[src/hw/irq_pkg.sv]
// Constants, register layout and field positions of the periodic tick and interrupt request block.
// Assumes a 32-bit APB slave on pclk with byte addresses; the interrupt logic, the tick divider and the bench import this package.
//
// Function
// - Each tick overflow sets its own flag.
// - Tick vectors need global enable, own enable, free stack.
// - Taking tick clears its flag and global enable.
// - Three-bit field picks tick0 division ratio.
// - Top control bit gates both tick counters; resets 0.
// - Clock select: dedicated tick clock or divided system.
// - Memory write completion sets write-done flag.
// - Write-done vectors need global, own enable, free stack.
// - Servicing write-done clears global enable and flag.
// - Each timer module: compare P and A flags, enables.
// - Timer vectors need global, individual, group enables, stack.
// - Timer service clears group flag, global enable only.
// - Any flag rising during sleep wakes processor.
// - Set flags stay set until serviced or cleared.
// - Only program counter is pushed on vectoring.
// - Handler return restores global enable; plain return not.
// - Group flag set when a grouped flag sets.
// - Full stack blocks every acknowledge until popped.
package irq_pkg;

    localparam int          ADDR_W          = 8;
    localparam int          DATA_W          = 32;

    // Register byte offsets.
    localparam logic [7:0]  TICK_CTRL_OFS   = 8'h00;
    localparam logic [7:0]  IRQ_CTRL_OFS    = 8'h04;
    localparam logic [7:0]  TM0_OFS         = 8'h08;
    localparam logic [7:0]  TM1_OFS         = 8'h0C;

    // Tick control register: fields, implemented bits and reset value.
    localparam int          TICK_ON_POS     = 7;
    localparam int          TICK_SEL_POS    = 6;
    localparam int          TICK1_PER_POS   = 4;
    localparam int          TICK0_PER_POS   = 0;
    localparam logic [7:0]  TICK_CTRL_MASK  = 8'hF7;
    localparam logic [7:0]  TICK_CTRL_RST   = 8'h37;

    // Interrupt control register: enables, global enable, flags.
    localparam int          NUM_SRC         = 5;
    localparam int          IEN_POS         = 0;
    localparam int          GIE_POS         = 7;
    localparam int          FLAG_POS        = 8;

    // Source indices, in priority order (0 is served first).
    localparam int          SRC_TICK0       = 0;
    localparam int          SRC_TICK1       = 1;
    localparam int          SRC_NVM         = 2;
    localparam int          SRC_GRP0        = 3;
    localparam int          NUM_TM          = 2;

    // Timer module register fields.
    localparam int          TM_PE_POS       = 0;
    localparam int          TM_AE_POS       = 1;
    localparam int          TM_PF_POS       = 4;
    localparam int          TM_AF_POS       = 5;

    // Tick divider: system clock prescale and period base exponents.
    localparam logic [1:0]  SYS_TICK_DIV_M1 = 2'h3;
    localparam int          CNT_W           = 16;
    localparam int          TICK0_BASE_LOG2 = 8;
    localparam int          TICK1_BASE_LOG2 = 12;

endpackage

[src/hw/tick_if.sv]
// Interface carrying tick configuration to the divider and its overflow pulses back.
// Assumes both ends run on pclk.
`timescale 1ns/1ps
`default_nettype none
interface tick_if;
    logic        units_on;
    logic        clock_select;
    logic [2:0]  tick0_period;
    logic [1:0]  tick1_period;
    logic        dedicated_tick;
    logic        tick0_overflow;
    logic        tick1_overflow;

    modport ctrl (output units_on, clock_select, tick0_period, tick1_period, dedicated_tick,
                  input tick0_overflow, tick1_overflow);
    modport div  (input units_on, clock_select, tick0_period, tick1_period, dedicated_tick,
                  output tick0_overflow, tick1_overflow);
endinterface
`default_nettype wire

[src/hw/periodic_eeprom_timer_irq_logic.sv]
// Interrupt request logic: tick, memory write-done and timer compare sources, vectoring and wake.
// Assumes an APB master on pclk, a core that acts on the take pulse, and synchronous event inputs.
`timescale 1ns/1ps
`default_nettype none
module periodic_eeprom_timer_irq_logic (
    input  wire logic                          pclk,
    input  wire logic                          presetn,
    input  wire logic                          psel,
    input  wire logic                          penable,
    input  wire logic                          pwrite,
    input  wire logic [irq_pkg::ADDR_W-1:0]    paddr,
    input  wire logic [irq_pkg::DATA_W-1:0]    pwdata,
    output logic      [irq_pkg::DATA_W-1:0]    prdata,
    output logic                               pready,
    output logic                               pslverr,
    input  wire logic                          dedicated_tick_clock,
    input  wire logic                          nvm_write_done,
    input  wire logic [irq_pkg::NUM_TM-1:0]    timer_cmp_p_match,
    input  wire logic [irq_pkg::NUM_TM-1:0]    timer_cmp_a_match,
    input  wire logic                          stack_full,
    input  wire logic                          return_from_handler,
    input  wire logic                          plain_subroutine_return,
    input  wire logic                          sleep_active,
    output logic                               irq_take,
    output logic      [2:0]                    irq_vector,
    output logic                               push_pc_only,
    output logic                               wake_request,
    output logic                               global_irq_enable
);
    import irq_pkg::*;

    typedef struct packed {
        logic [7:0]          tick_ctrl;
        logic                gie;
        logic [NUM_SRC-1:0]  en;
        logic [NUM_SRC-1:0]  flag;
        logic [NUM_TM-1:0]   tm_pe;
        logic [NUM_TM-1:0]   tm_ae;
        logic [NUM_TM-1:0]   tm_pf;
        logic [NUM_TM-1:0]   tm_af;
        logic                take;
        logic [2:0]          vec;
        logic                wake;
        logic [DATA_W-1:0]   prdata;
        logic                pready;
        logic                pslverr;
    } irq_state_type;

    localparam irq_state_type STATE_RST = '{
        tick_ctrl: TICK_CTRL_RST,
        default:   '0
    };

    irq_state_type       r;
    irq_state_type       n;
    logic [NUM_SRC-1:0]  pend;
    logic [NUM_TM-1:0]   tm_active;
    logic [NUM_TM-1:0]   tm_rise;
    logic [NUM_SRC-1:0]  flag_before;
    logic                wr_done;
    logic                setup;
    logic                sel_found;
    logic [2:0]          sel_idx;

    tick_if tif ();

    // Word decode of an APB address against a register offset.
    function automatic logic reg_hit(input logic [ADDR_W-1:0] a, input logic [7:0] ofs);
        return a[ADDR_W-1:2] == ofs[ADDR_W-1:2];
    endfunction

    // Offset of timer module m's register.
    function automatic logic [7:0] tm_ofs(input int m);
        return (m == 0) ? TM0_OFS : TM1_OFS;
    endfunction

    // True when the address falls on any implemented register.
    function automatic logic any_hit(input logic [ADDR_W-1:0] a);
        return reg_hit(a, TICK_CTRL_OFS) | reg_hit(a, IRQ_CTRL_OFS)
             | reg_hit(a, TM0_OFS) | reg_hit(a, TM1_OFS);
    endfunction

    // Tick control fields drive the divider.
    assign tif.units_on       = r.tick_ctrl[TICK_ON_POS];
    assign tif.clock_select   = r.tick_ctrl[TICK_SEL_POS];
    assign tif.tick0_period   = r.tick_ctrl[TICK0_PER_POS +: 3];
    assign tif.tick1_period   = r.tick_ctrl[TICK1_PER_POS +: 2];
    assign tif.dedicated_tick = dedicated_tick_clock;

    tick_divider u_tick_divider (
        .pclk    (pclk),
        .presetn (presetn),
        .tif     (tif)
    );

    // A timer module asks for its group when an enabled compare flag is set.
    genvar gm;
    generate
        for (gm = 0; gm < NUM_TM; gm++) begin : g_tm
            assign tm_active[gm] = (r.tm_pf[gm] & r.tm_pe[gm])
                                 | (r.tm_af[gm] & r.tm_ae[gm]);
        end
    endgenerate

    // Pending sources: flag and own enable, plus module enable for groups.
    always_comb begin
        pend = r.flag & r.en;
        for (int m = 0; m < NUM_TM; m++) begin
            pend[SRC_GRP0 + m] = r.flag[SRC_GRP0 + m] & r.en[SRC_GRP0 + m]
                               & tm_active[m];
        end
    end

    // Fixed priority pick: the lowest pending index wins, others stay pending.
    always_comb begin
        sel_found = 1'b0;
        sel_idx   = 3'h0;
        for (int i = NUM_SRC - 1; i >= 0; i--) begin
            if (pend[i]) begin
                sel_found = 1'b1;
                sel_idx   = 3'(i);
            end
        end
    end

    assign setup   = psel & ~penable;
    assign wr_done = psel & penable & r.pready & pwrite;

    // Next state of registers, flags, vectoring and the bus answer.
    always_comb begin
        n = r;
        n.take = 1'b0;
        n.wake = 1'b0;
        tm_rise = '0;
        flag_before = '0;

        // Bus answer: ready in the first access cycle, error on unmapped words.
        n.pready  = setup;
        n.pslverr = setup & ~any_hit(paddr);
        n.prdata  = '0;
        if (setup) begin
            if (reg_hit(paddr, TICK_CTRL_OFS)) begin
                n.prdata[7:0] = r.tick_ctrl;
            end
            if (reg_hit(paddr, IRQ_CTRL_OFS)) begin
                n.prdata[IEN_POS +: NUM_SRC]  = r.en;
                n.prdata[GIE_POS]             = r.gie;
                n.prdata[FLAG_POS +: NUM_SRC] = r.flag;
            end
            for (int m = 0; m < NUM_TM; m++) begin
                if (reg_hit(paddr, tm_ofs(m))) begin
                    n.prdata[TM_PE_POS] = r.tm_pe[m];
                    n.prdata[TM_AE_POS] = r.tm_ae[m];
                    n.prdata[TM_PF_POS] = r.tm_pf[m];
                    n.prdata[TM_AF_POS] = r.tm_af[m];
                end
            end
        end

        // Software writes; flags may be set or cleared by software.
        if (wr_done && reg_hit(paddr, TICK_CTRL_OFS)) begin
            n.tick_ctrl = pwdata[7:0] & TICK_CTRL_MASK;
        end
        if (wr_done && reg_hit(paddr, IRQ_CTRL_OFS)) begin
            n.en   = pwdata[IEN_POS +: NUM_SRC];
            n.gie  = pwdata[GIE_POS];
            n.flag = pwdata[FLAG_POS +: NUM_SRC];
        end
        for (int m = 0; m < NUM_TM; m++) begin
            if (wr_done && reg_hit(paddr, tm_ofs(m))) begin
                n.tm_pe[m] = pwdata[TM_PE_POS];
                n.tm_ae[m] = pwdata[TM_AE_POS];
                n.tm_pf[m] = pwdata[TM_PF_POS];
                n.tm_af[m] = pwdata[TM_AF_POS];
            end
        end

        // Handler return sets the global enable; a plain return leaves it.
        if (return_from_handler) begin
            n.gie = 1'b1;
        end

        // Vectoring: needs global enable and a stack with room.
        if (r.gie && !stack_full && sel_found && !r.take) begin
            n.take = 1'b1;
            n.vec  = sel_idx;
            n.gie  = 1'b0;
            n.flag[sel_idx] = 1'b0;
        end

        // Hardware events set flags last so that they win over any clear.
        n.tm_pf = n.tm_pf | timer_cmp_p_match;
        n.tm_af = n.tm_af | timer_cmp_a_match;
        n.flag[SRC_TICK0] = n.flag[SRC_TICK0] | tif.tick0_overflow;
        n.flag[SRC_TICK1] = n.flag[SRC_TICK1] | tif.tick1_overflow;
        n.flag[SRC_NVM]   = n.flag[SRC_NVM] | nvm_write_done;

        // A newly set module flag raises its group flag.
        for (int m = 0; m < NUM_TM; m++) begin
            tm_rise[m] = (n.tm_pf[m] & ~r.tm_pf[m]) | (n.tm_af[m] & ~r.tm_af[m]);
            n.flag[SRC_GRP0 + m] = n.flag[SRC_GRP0 + m] | tm_rise[m];
        end

        // Any flag rising while asleep wakes the core, enables ignored.
        flag_before = r.flag;
        n.wake = sleep_active & ((|(n.flag & ~flag_before)) | (|tm_rise));
    end

    // State register.
    always_ff @(posedge pclk or negedge presetn) begin
        if (!presetn) begin
            r <= STATE_RST;
        end else begin
            r <= n;
        end
    end

    // Outputs come straight from the state register.
    assign prdata            = r.prdata;
    assign pready            = r.pready;
    assign pslverr           = r.pslverr;
    assign irq_take          = r.take;
    assign irq_vector        = r.vec;
    assign push_pc_only      = r.take;
    assign wake_request      = r.wake;
    assign global_irq_enable = r.gie;

    // Unused by the block itself: the core handles the pop of a plain return.
    logic unused_ok;
    assign unused_ok = plain_subroutine_return;

endmodule
`default_nettype wire

[src/hw/tick_divider.sv]
// Programmable tick divider producing the two periodic overflow pulses.
// Assumes one pclk domain; the dedicated tick clock arrives as a one-cycle enable.
`timescale 1ns/1ps
`default_nettype none
module tick_divider (
    input  wire logic pclk,
    input  wire logic presetn,
    tick_if.div       tif
);
    import irq_pkg::*;

    typedef struct packed {
        logic [1:0]       pre;
        logic [CNT_W-1:0] cnt;
        logic             ovf0;
        logic             ovf1;
    } div_state_type;

    div_state_type r;
    div_state_type n;
    logic          src_tick;

    // Mask of the low counter bits that span one period of 2^bits source ticks.
    function automatic logic [CNT_W-1:0] period_mask(input int bits);
        logic [CNT_W:0] one_hot;
        one_hot = (CNT_W+1)'(1) << bits;
        return CNT_W'(one_hot - (CNT_W+1)'(1));
    endfunction

    // Next state: prescaler, shared counter and overflow pulses.
    always_comb begin
        n = r;
        n.ovf0 = 1'b0;
        n.ovf1 = 1'b0;
        n.pre = r.pre + 2'h1;
        src_tick = tif.clock_select ? (r.pre == SYS_TICK_DIV_M1)
                                    : tif.dedicated_tick;
        if (!tif.units_on) begin
            n.cnt = '0;
        end else if (src_tick) begin
            n.cnt = r.cnt + CNT_W'(1);
            // Overflow when all low bits of the selected period are ones.
            n.ovf0 = (r.cnt & period_mask(TICK0_BASE_LOG2 + int'(tif.tick0_period)))
                     == period_mask(TICK0_BASE_LOG2 + int'(tif.tick0_period));
            n.ovf1 = (r.cnt & period_mask(TICK1_BASE_LOG2 + int'(tif.tick1_period)))
                     == period_mask(TICK1_BASE_LOG2 + int'(tif.tick1_period));
        end
    end

    // State register.
    always_ff @(posedge pclk or negedge presetn) begin
        if (!presetn) begin
            r <= '0;
        end else begin
            r <= n;
        end
    end

    // Overflow pulses come straight from flip-flops.
    assign tif.tick0_overflow = r.ovf0;
    assign tif.tick1_overflow = r.ovf1;

endmodule
`default_nettype wire

[config.mk]
export PLATFORM = sky130hd
export DESIGN_NAME = periodic_eeprom_timer_irq_logic
export DESIGN_NICKNAME = d
export VERILOG_FILES = /design/src/hw/irq_pkg.sv /design/src/hw/tick_if.sv /design/src/hw/periodic_eeprom_timer_irq_logic.sv /design/src/hw/tick_divider.sv
export SDC_FILE = /design/constraint.sdc
export NUM_CORES = 1
export LEC_CHECK = 0
export BUFFER_PORTS_ARGS = -buffer_cell sky130_fd_sc_hd__buf_4
export CAP_MARGIN = 30
export CORE_UTILIZATION = 35
export DETAILED_ROUTE_END_ITERATION = 6
export GPL_TIMING_DRIVEN = 0
export PLACE_DENSITY = 0.59
export REMOVE_ABC_BUFFERS = 1
export SLEW_MARGIN = 30
export SYNTH_ARGS = -nofsm -noshare
export SYNTH_HDL_FRONTEND = slang
export SYNTH_HIERARCHICAL = 1
export SYNTH_SLANG_ARGS = --single-unit
[constraint.sdc]
create_clock -name pclk -period 1.7 [get_ports pclk]
set_input_delay 0.085 -clock pclk [delete_from_list [all_inputs] [get_ports pclk]]
set_output_delay 0.085 -clock pclk [all_outputs]
set_load 0.05 [all_outputs]
# Yosys cells after proc, flatten, opt, wreduce, memory -nomap -nowiden
# Index checks and enable logic that the tools add are counted.
# word_totals
out_inout_bits,41
inputBits,55
reg_bits,66
# op_classes
n_addsub,6
eq_ne,7
n_mux,33
reduce_logical,14
bitwise,46
order_cmp,2
shifts,2
# op_table
operator,count
"1-bit by 32-bit << shifter with 16-bit output, first input constant",2
16-bit bitwise AND,2
16-bit == test,2
"16-bit by 1-bit subtractor with 16-bit output, second input constant",2
1-bit bitwise AND,18
18-bit two-way mux,1
"16-bit by 1-bit adder with 16-bit output, second input constant",1
16-bit two-way mux,1
3-bit two-way mux,5
1-bit two-way mux,13
13-bit two-way mux,1
1-bit OR,13
"6-bit by 2-bit == test with 1-bit output, second input constant",2
11-bit two-way mux,1
5-bit bitwise AND,2
2-bit two-way mux,5
5-bit two-way mux,2
5-bit NOT,2
1-bit logical AND,8
8-bit two-way mux,1
"6-bit by 1-bit == test with 1-bit output, second input constant",1
6-bit logical NOT,1
6-bit two-way mux,1
1-bit NOT,6
other kinds (15),17

# Longest topological paths before layout
# Gate-level depths: netlist of the first run.
# logic_depth
word_depth,20
ltp_mapped,7

# By module
# Netlist of the first run, hierarchy kept.
# by_module_without_submodules
mod,cells_each,n_inst,area_per_inst_um2
periodic_eeprom_timer_irq_logic,231,1,2351.0
tick_divider,112,1,1079.8

# Worst setup path before layout of the first run
# No wires, ideal clock.
# synth_path
kind,flip-flop to flip-flop
startpoint,register r (netlist bit pready)
endpoint,register r[64] in the netlist's numbering
n_path_buf,1
arrival_ns,1.818
path_slack_ns,-0.243
path_stages_with_launch,5
required_ns,1.575
setup_time_ns,0.125
period_less_slack_ns,1.943
cell_sequence,dfrtp_1 nand4_1 or4_1 buf_4 mux2_4
# synth_between
elab_chain_len,3
# synth_lines
element,line,text
start: declaration,periodic_eeprom_timer_irq_logic.sv:54,irq_state_type r;
start signal: assignment,periodic_eeprom_timer_irq_logic.sv:214,r <= n;
1-bit bitwise AND (2 in series),periodic_eeprom_timer_irq_logic.sv:127,assign wr_done = psel & penable & r.pready & pwrite;
1-bit logical AND,periodic_eeprom_timer_irq_logic.sv:161,"if (wr_done && reg_hit(paddr, TICK_CTRL_OFS)) begin"
# Every way passes these cells.
# A chain may end at the register's enable or synchronous reset.

==> impl_metrics.json, run 1 <==
{
  "status": "complete, no violations",
  "path_max_fanout": 5,
  "gp_congestion": 0.7771,
  "crit_type": "reg -> reg",
  "hpwl_mm": 5.072,
  "antenna_cells": 0,
  "fin_skew_ns": 0.01168,
  "hold_violations": 0,
  "area_growth_pct": 23.89,
  "synth_flop_cell": "dfrtp_1",
  "slew_headroom_pct": 45.72,
  "yosysTopAreaCellShare_pct": 43.76,
  "die_h_um": 101.0,
  "rows": 35,
  "synthTopCellsByCount": "dfrtp_1 (60), nand2_1 (38), buf_4 (37)",
  "max_freq_mhz": 616.2,
  "die-area_mm2": 0.01020,
  "final_max_slew_viol_count": 0,
  "routed_via_density": 4.863,
  "placed_cell_area_mm2": 0.003760,
  "cp.arrival_ns": 1.83,
  "overflow": 0,
  "holdPathEnd": "flag_before[2]$_DFF_PN0_",
  "cts_root_buf": "clkbuf_8",
  "worstMarginPinSlew_ns": 0.8141,
  "synth_edf_count": 0,
  "ys_seq_elements": 65,
  "final_cells": 540,
  "final_util_pct": 45.35,
  "end_kind": "flop",
  "fin_area_mm2": 0.004250,
  "clkTransAtPathRegs_ns": 0.08,
  "hp-class": "in -> reg",
  "synth.distinct_cells": 50,
  "holdPathStages": 3,
  "yosys.area.top_type": "dfrtp_1",
  "p_leak_nw": 1.971,
  "vias": 2626,
  "fp.coreArea_mm2": 0.009371,
  "globalRouteTotalUtil_pct": 15.97,
  "cts_tree": "yes",
  "worstReg2RegEnd": "flag_before[4]$_DFF_PN0_",
  "worst_hold_slack_ns": 0.05131,
  "yosysWarnings": 6,
  "power_density_mw_per_mm2": 781.3,
  "crit_required_ns": 1.91,
  "maxCapViolCount": 0,
  "placed_cells": 500,
  "synth_seq_area_share_pct": 47.59,
  "fin_crit_sh_pct": 95.46,
  "boundaryPins": 96,
  "synth_most_common_cell": "dfrtp_1",
  "drc": 0,
  "synthTopCellsByArea": "dfrtp_1 (44%), buf_4 (8.1%), nand2_1 (4.2%)",
  "h-tree-depth": 3,
  "rr_startpoint": "r[41]$_DFF_PN0_",
  "cts_buffer_depth": 2,
  "grt_pass1_vias": 2586,
  "setup_viol": 0,
  "grt_start_max_net_pins": 66,
  "drive_gt1_share_pct": 26.28,
  "port_buffers": 54,
  "cts_sinks": 65,
  "hp-start": "pwdata[10]",
  "syn_area_mm2": 0.003431,
  "clk_latency_ns": 0.34,
  "initial_utilization_pct": 36.61,
  "peakVddDrop_uv": 386.7,
  "fillers": 871,
  "async_reset_ff_share_pct": 100.0,
  "die-width_um": 101.0,
  "antenna_found_initial": 0,
  "fin_nets": 464,
  "grt_pass1_wl_mm": 12.41,
  "drtPass1Iterations": 4,
  "ant_nets": 0,
  "syn_avg_cell_area_um2": 10.00,
  "synth_cells": 343,
  "r2r_cells": 4,
  "drt_iter0_drc": 131,
  "drt-total-wl_mm": 7.667,
  "cts_buffers": 9,
  "r2r_slack_ns": 0.08,
  "crit_path_start_kind": "flop",
  "fin_tns_setup_ns": 0,
  "drt-wirelength-per-cell_um": 14.20,
  "fin_crit_ns": 1.623
}
## power by group
| group | internal, W | switching, W |
|---|---|---|
| clock network | 0.000758 | 0.000608 |
| logic | 0.000126 | 0.000246 |
| registers | 0.00157 | 0.0000170 |
## layout make-up
class	count	area [um^2]	area share, %
tap	129	161.4	3.797
inverter	21	78.83	1.855
multi-input combinational	231	1543	36.30
timing repair buffer	78	628.1	14.78
clock inverter	4	51.30	1.207
clock buffer	12	155.1	3.650
sequential	65	1633	38.42
## worst max path at each step
stage | from | endpoint | slack, ns | cells past startpoint
6_report | r[41]$_DFF_PN0_ | flag_before[4]$_DFF_PN0_ | 0.08 | 4
3_5_place_dp | paddr[5] | global_irq_enable$_DFFE_PN0P_ | -0.37 | 5
3_3_place_gp | paddr[5] | global_irq_enable$_DFFE_PN0P_ | -0.36 | 5
4_1_cts | u_tick_divider/r[2]$_DFFE_PN0P_ | u_tick_divider/tif.tick1_overflow$_DFF_PN0_ | 0.02 | 5
2_1_floorplan | pready$_DFF_PN0_ | r[64]$_DFFE_PN0P_ | -0.32 | 3
5_1_grt | irq_take$_DFF_PN0_ | flag_before[4]$_DFF_PN0_ | -0.004 | 4
## logic make-up (layout without fill, tap and decap cells)
kind of cell	after synthesis	in the layout	share of synthesized area, %
AND/OR/NAND/NOR	126	126	18.93
flip-flops	65	65	47.59
buffers and inverters	65	115	11.20
AO/OA/AOI/OAI	48	48	9.957
multiplexers	25	25	8.570
XOR/XNOR	10	10	2.553
adder cells (fa/ha/maj)	3	3	1.094
other	1	19	0.1093
## worst max-delay path, stage by stage, from the launching register on
cell and delay, ns:
dfrtp_1 0.43, a22o_1 0.27, a32o_1 0.33, nor4_4 0.32, o21ai_0 0.13
## registers in the layout, summed over array words and instances (netlist names)
name                               flops
global_irq_enable                      1
r                                     20
flag_before                            5
pready                                 1
u_tick_divider/tif.tick0_overflow      1
irq_vector                             3
pslverr                                1
irq_take                               1
u_tick_divider/tif.tick1_overflow      1
prdata                                13
wake_request                           1
u_tick_divider/r                      17
## metrics by stage
stage          worst slack [ns]  power [W]
6_report                0.07716   0.003321
5_1_grt               -0.003502   0.003459
4_1_cts                 0.02015   0.003344
3_5_place_dp            -0.3702   0.001942
3_3_place_gp            -0.3560   0.001939
2_1_floorplan           -0.3214   0.001798
## cells in the final DEF, fill, tap and decap left out, types with 6 or more instances in the layout
cell type,instances
inv_1,21
nor2b_1,6
o21ai_0,9
dfrtp_1,60
clkbuf_8,11
conb_1,19
nand2_1,38
nand3_1,10
mux2i_1,14
and3_1,8
nand4_1,6
dlygate4sd3_1,17
xnor2_1,9
o22ai_1,8
nor2_1,28
buf_4,61
## per-layer routing
layer | GRT usage (%) | vias to the layer above | share of wire [%]
li1 | - | 1262 | -
met1 | 20.13 | 1278 | 45
met2 | 27.56 | 75 | 50
met3 | 3.675 | 11 | 4.4
met4 | 4.125 | 0 | 0.89
met5 | 0 | - | 0
## repair_timing
item / CTS / global route
setup buffers: 3 / 4
setup endpoints to repair: 12 / 12
gates resized for setup: 5 / 8
pin swaps: 1 / 5
cloned: 0 / 0
endpoints found under the hold margin: 75 / 0
hold buffers: 17 / 0
Power figures use the tool's default switching activity.
==> run 2, diff against run 1 <==
Settings changed: HOLD_SLACK_MARGIN from default to 0.15, SLEW_MARGIN 30 to 10.
==> run 2 against run 1 <==
Effect of this change: cell count increased by 1.3%; largest power group unchanged; core utilization up 0.81 points; sequential power about the same; routed wire length rose by 1.5%; worst setup slack worse by 0.090 ns; critical path type is now in -> reg; global-route usage up 0.13 points; the flow now finishes with violations (negative setup slack).
==> impl_metrics.json, run 2 (synthesized netlist as in run 1, its figures left out) <==
{
  "final_util_pct": 46.17,
  "clk_latency_ns": 0.34,
  "placed_cell_area_mm2": 0.003760,
  "drc": 0,
  "fin_nets": 471,
  "cp.arrival_ns": 1.94,
  "worstReg2RegEnd": "r[64]$_DFFE_PN0P_",
  "crit_path_start": "paddr[2]",
  "fin_area_mm2": 0.004327,
  "vias": 2683,
  "slew_headroom_pct": 45.36,
  "largest_reg_flops": 20,
  "drt-total-wl_mm": 7.782,
  "grt_start_max_net_pins": 66,
  "maxCapViolCount": 0,
  "setup_viol": 2,
  "fin_ws_ns": -0.01240,
  "path_max_fanout": 22,
  "cts_tree": "yes",
  "slowest_delay_ns": 0.54,
  "boundaryPins": 96,
  "h-tree-depth": 3,
  "violations": "negative setup slack",
  "cts_buffer_depth": 2,
  "die-width_um": 101.0,
  "drive_gt1_share_pct": 25.12,
  "worstMarginPinSlew_ns": 0.8197,
  "path_cells": "dlygate4sd3_1 -> buf_4 -> nand2b_1 -> nor3_2 -> mux2_2",
  "place_ws_ns": -0.3702,
  "fin_crit_ns": 1.712,
  "power_density_mw_per_mm2": 771.0,
  "initial_utilization_pct": 36.61,
  "cts_buffers": 9,
  "hpwl_mm": 5.072,
  "crit_required_ns": 1.93,
  "rows": 35,
  "drt-wirelength-per-cell_um": 14.23,
  "area_growth_pct": 26.11,
  "ant_nets": 0,
  "overflow": 0,
  "antenna_found_initial": 0,
  "r2r_slack_ns": 0.06,
  "crit_path_end": "r[43]$_DFFE_PN0N_",
  "rsz0062_at_grt": "yes",
  "fin_skew_ns": 0.009542,
  "antenna_cells": 0,
  "fin_crit_sh_pct": 100.7,
  "cts_root_buf": "clkbuf_8",
  "status": "finished with violations",
  "layout_common_cells": "dfrtp_1 (60), buf_4 (58), nand2_1 (38)",
  "rr_startpoint": "pready$_DFF_PN0_",
  "crit_slowest_cell": "dlygate4sd3_1",
  "holdPathStages": 3,
  "die-area_mm2": 0.01020,
  "cts_sinks": 65,
  "worst_hold_slack_ns": 0.1965,
  "end_kind": "flop",
  "gp_congestion": 0.7771,
  "peakVddDrop_uv": 385.1,
  "routed_via_density": 4.905,
  "grt_pass1_wl_mm": 12.55,
  "port_buffers": 54,
  "grt_pass1_vias": 2614,
  "layout_commonest_cell": "dfrtp_1",
  "hp-class": "in -> reg",
  "r2r_cells": 3,
  "hold_violations": 0,
  "max_freq_mhz": 584.0,
  "total_power_w": 0.003336,
  "crit_type": "in -> reg",
  "drtPass1Iterations": 6,
  "crit_path_start_kind": "input port",
  "die_h_um": 101.0,
  "clkTransAtPathRegs_ns": 0.08,
  "globalRouteTotalUtil_pct": 16.11,
  "drt_iter0_drc": 129,
  "p_leak_nw": 1.999,
  "final_max_slew_viol_count": 0,
  "fp.coreArea_mm2": 0.009371,
  "top_register": "r"
}
-- run 2: stage by stage --
stage / setup TNS [ns] / std cells
5_1_grt: -0.2696 / 547
3_5_place_dp: -3.830 / 500
3_3_place_gp: -3.610 / 500
2_1_floorplan: -2.840 / 317
4_1_cts: 0 / 546
6_report: -0.02247 / 547
-- run 2: final cells by class --
cell class                      instances  area, um^2
Clock buffer                           12       155.1
Clock inverter                          4       51.30
Fill cell                             860        5045
Inverter                               21       78.83
Multi-Input combinational cell        231        1541
Sequential cell                        65        1633
Tap cell                              129       161.4
Timing Repair Buffer                   85       705.7
-- run 2: report_power, final --
part           switching (W)  internal [W]  total [W]
registers          0.0000171       0.00157    0.00158
clock network       0.000605      0.000758    0.00136
logic               0.000250      0.000140   0.000390
total               0.000872       0.00246    0.00334
-- run 2: worst min-delay path by stage --
stage / from / to / slack [ns]
6_report: psel / pslverr$_DFF_PN0_ / 0.20
5_1_grt: psel / pslverr$_DFF_PN0_ / 0.20
4_1_cts: psel / pslverr$_DFF_PN0_ / 0.18
3_5_place_dp: presetn / prdata[1]$_DFF_PN0_ / 0.24
3_3_place_gp: presetn / r[39]$_DFF_PN0_ / 0.24
2_1_floorplan: presetn / flag_before[0]$_DFF_PN0_ / -0.21
-- run 2: repair_timing --
| action | 4_1_cts | 5_1_grt |
|---|---|---|
| pin swaps | 1 | 3 |
| buffers inserted | 3 | 1 |
| hold buffers | 27 | 0 |
| hold endpoints to repair | 99 | 0 |
| resized for setup | 5 | 7 |
| setup endpoints to repair | 12 | 16 |
-- run 2: layer usage --
| layer | GRT usage [%] | part of all wire, % | up-vias |
|---|---|---|---|
| li1 | - | - | 1277 |
| met1 | 20.35 | 44 | 1300 |
| met2 | 27.50 | 49 | 93 |
| met3 | 3.606 | 5.0 | 13 |
| met4 | 4.794 | 1.5 | 0 |
| met5 | 0 | 0 | - |
-- run 2: worst max-delay path, delay by kind of cell --
kind          cells  cell delay [ns]
simple gates      2             0.70
mux               1             0.40
buf+inv           2             0.76
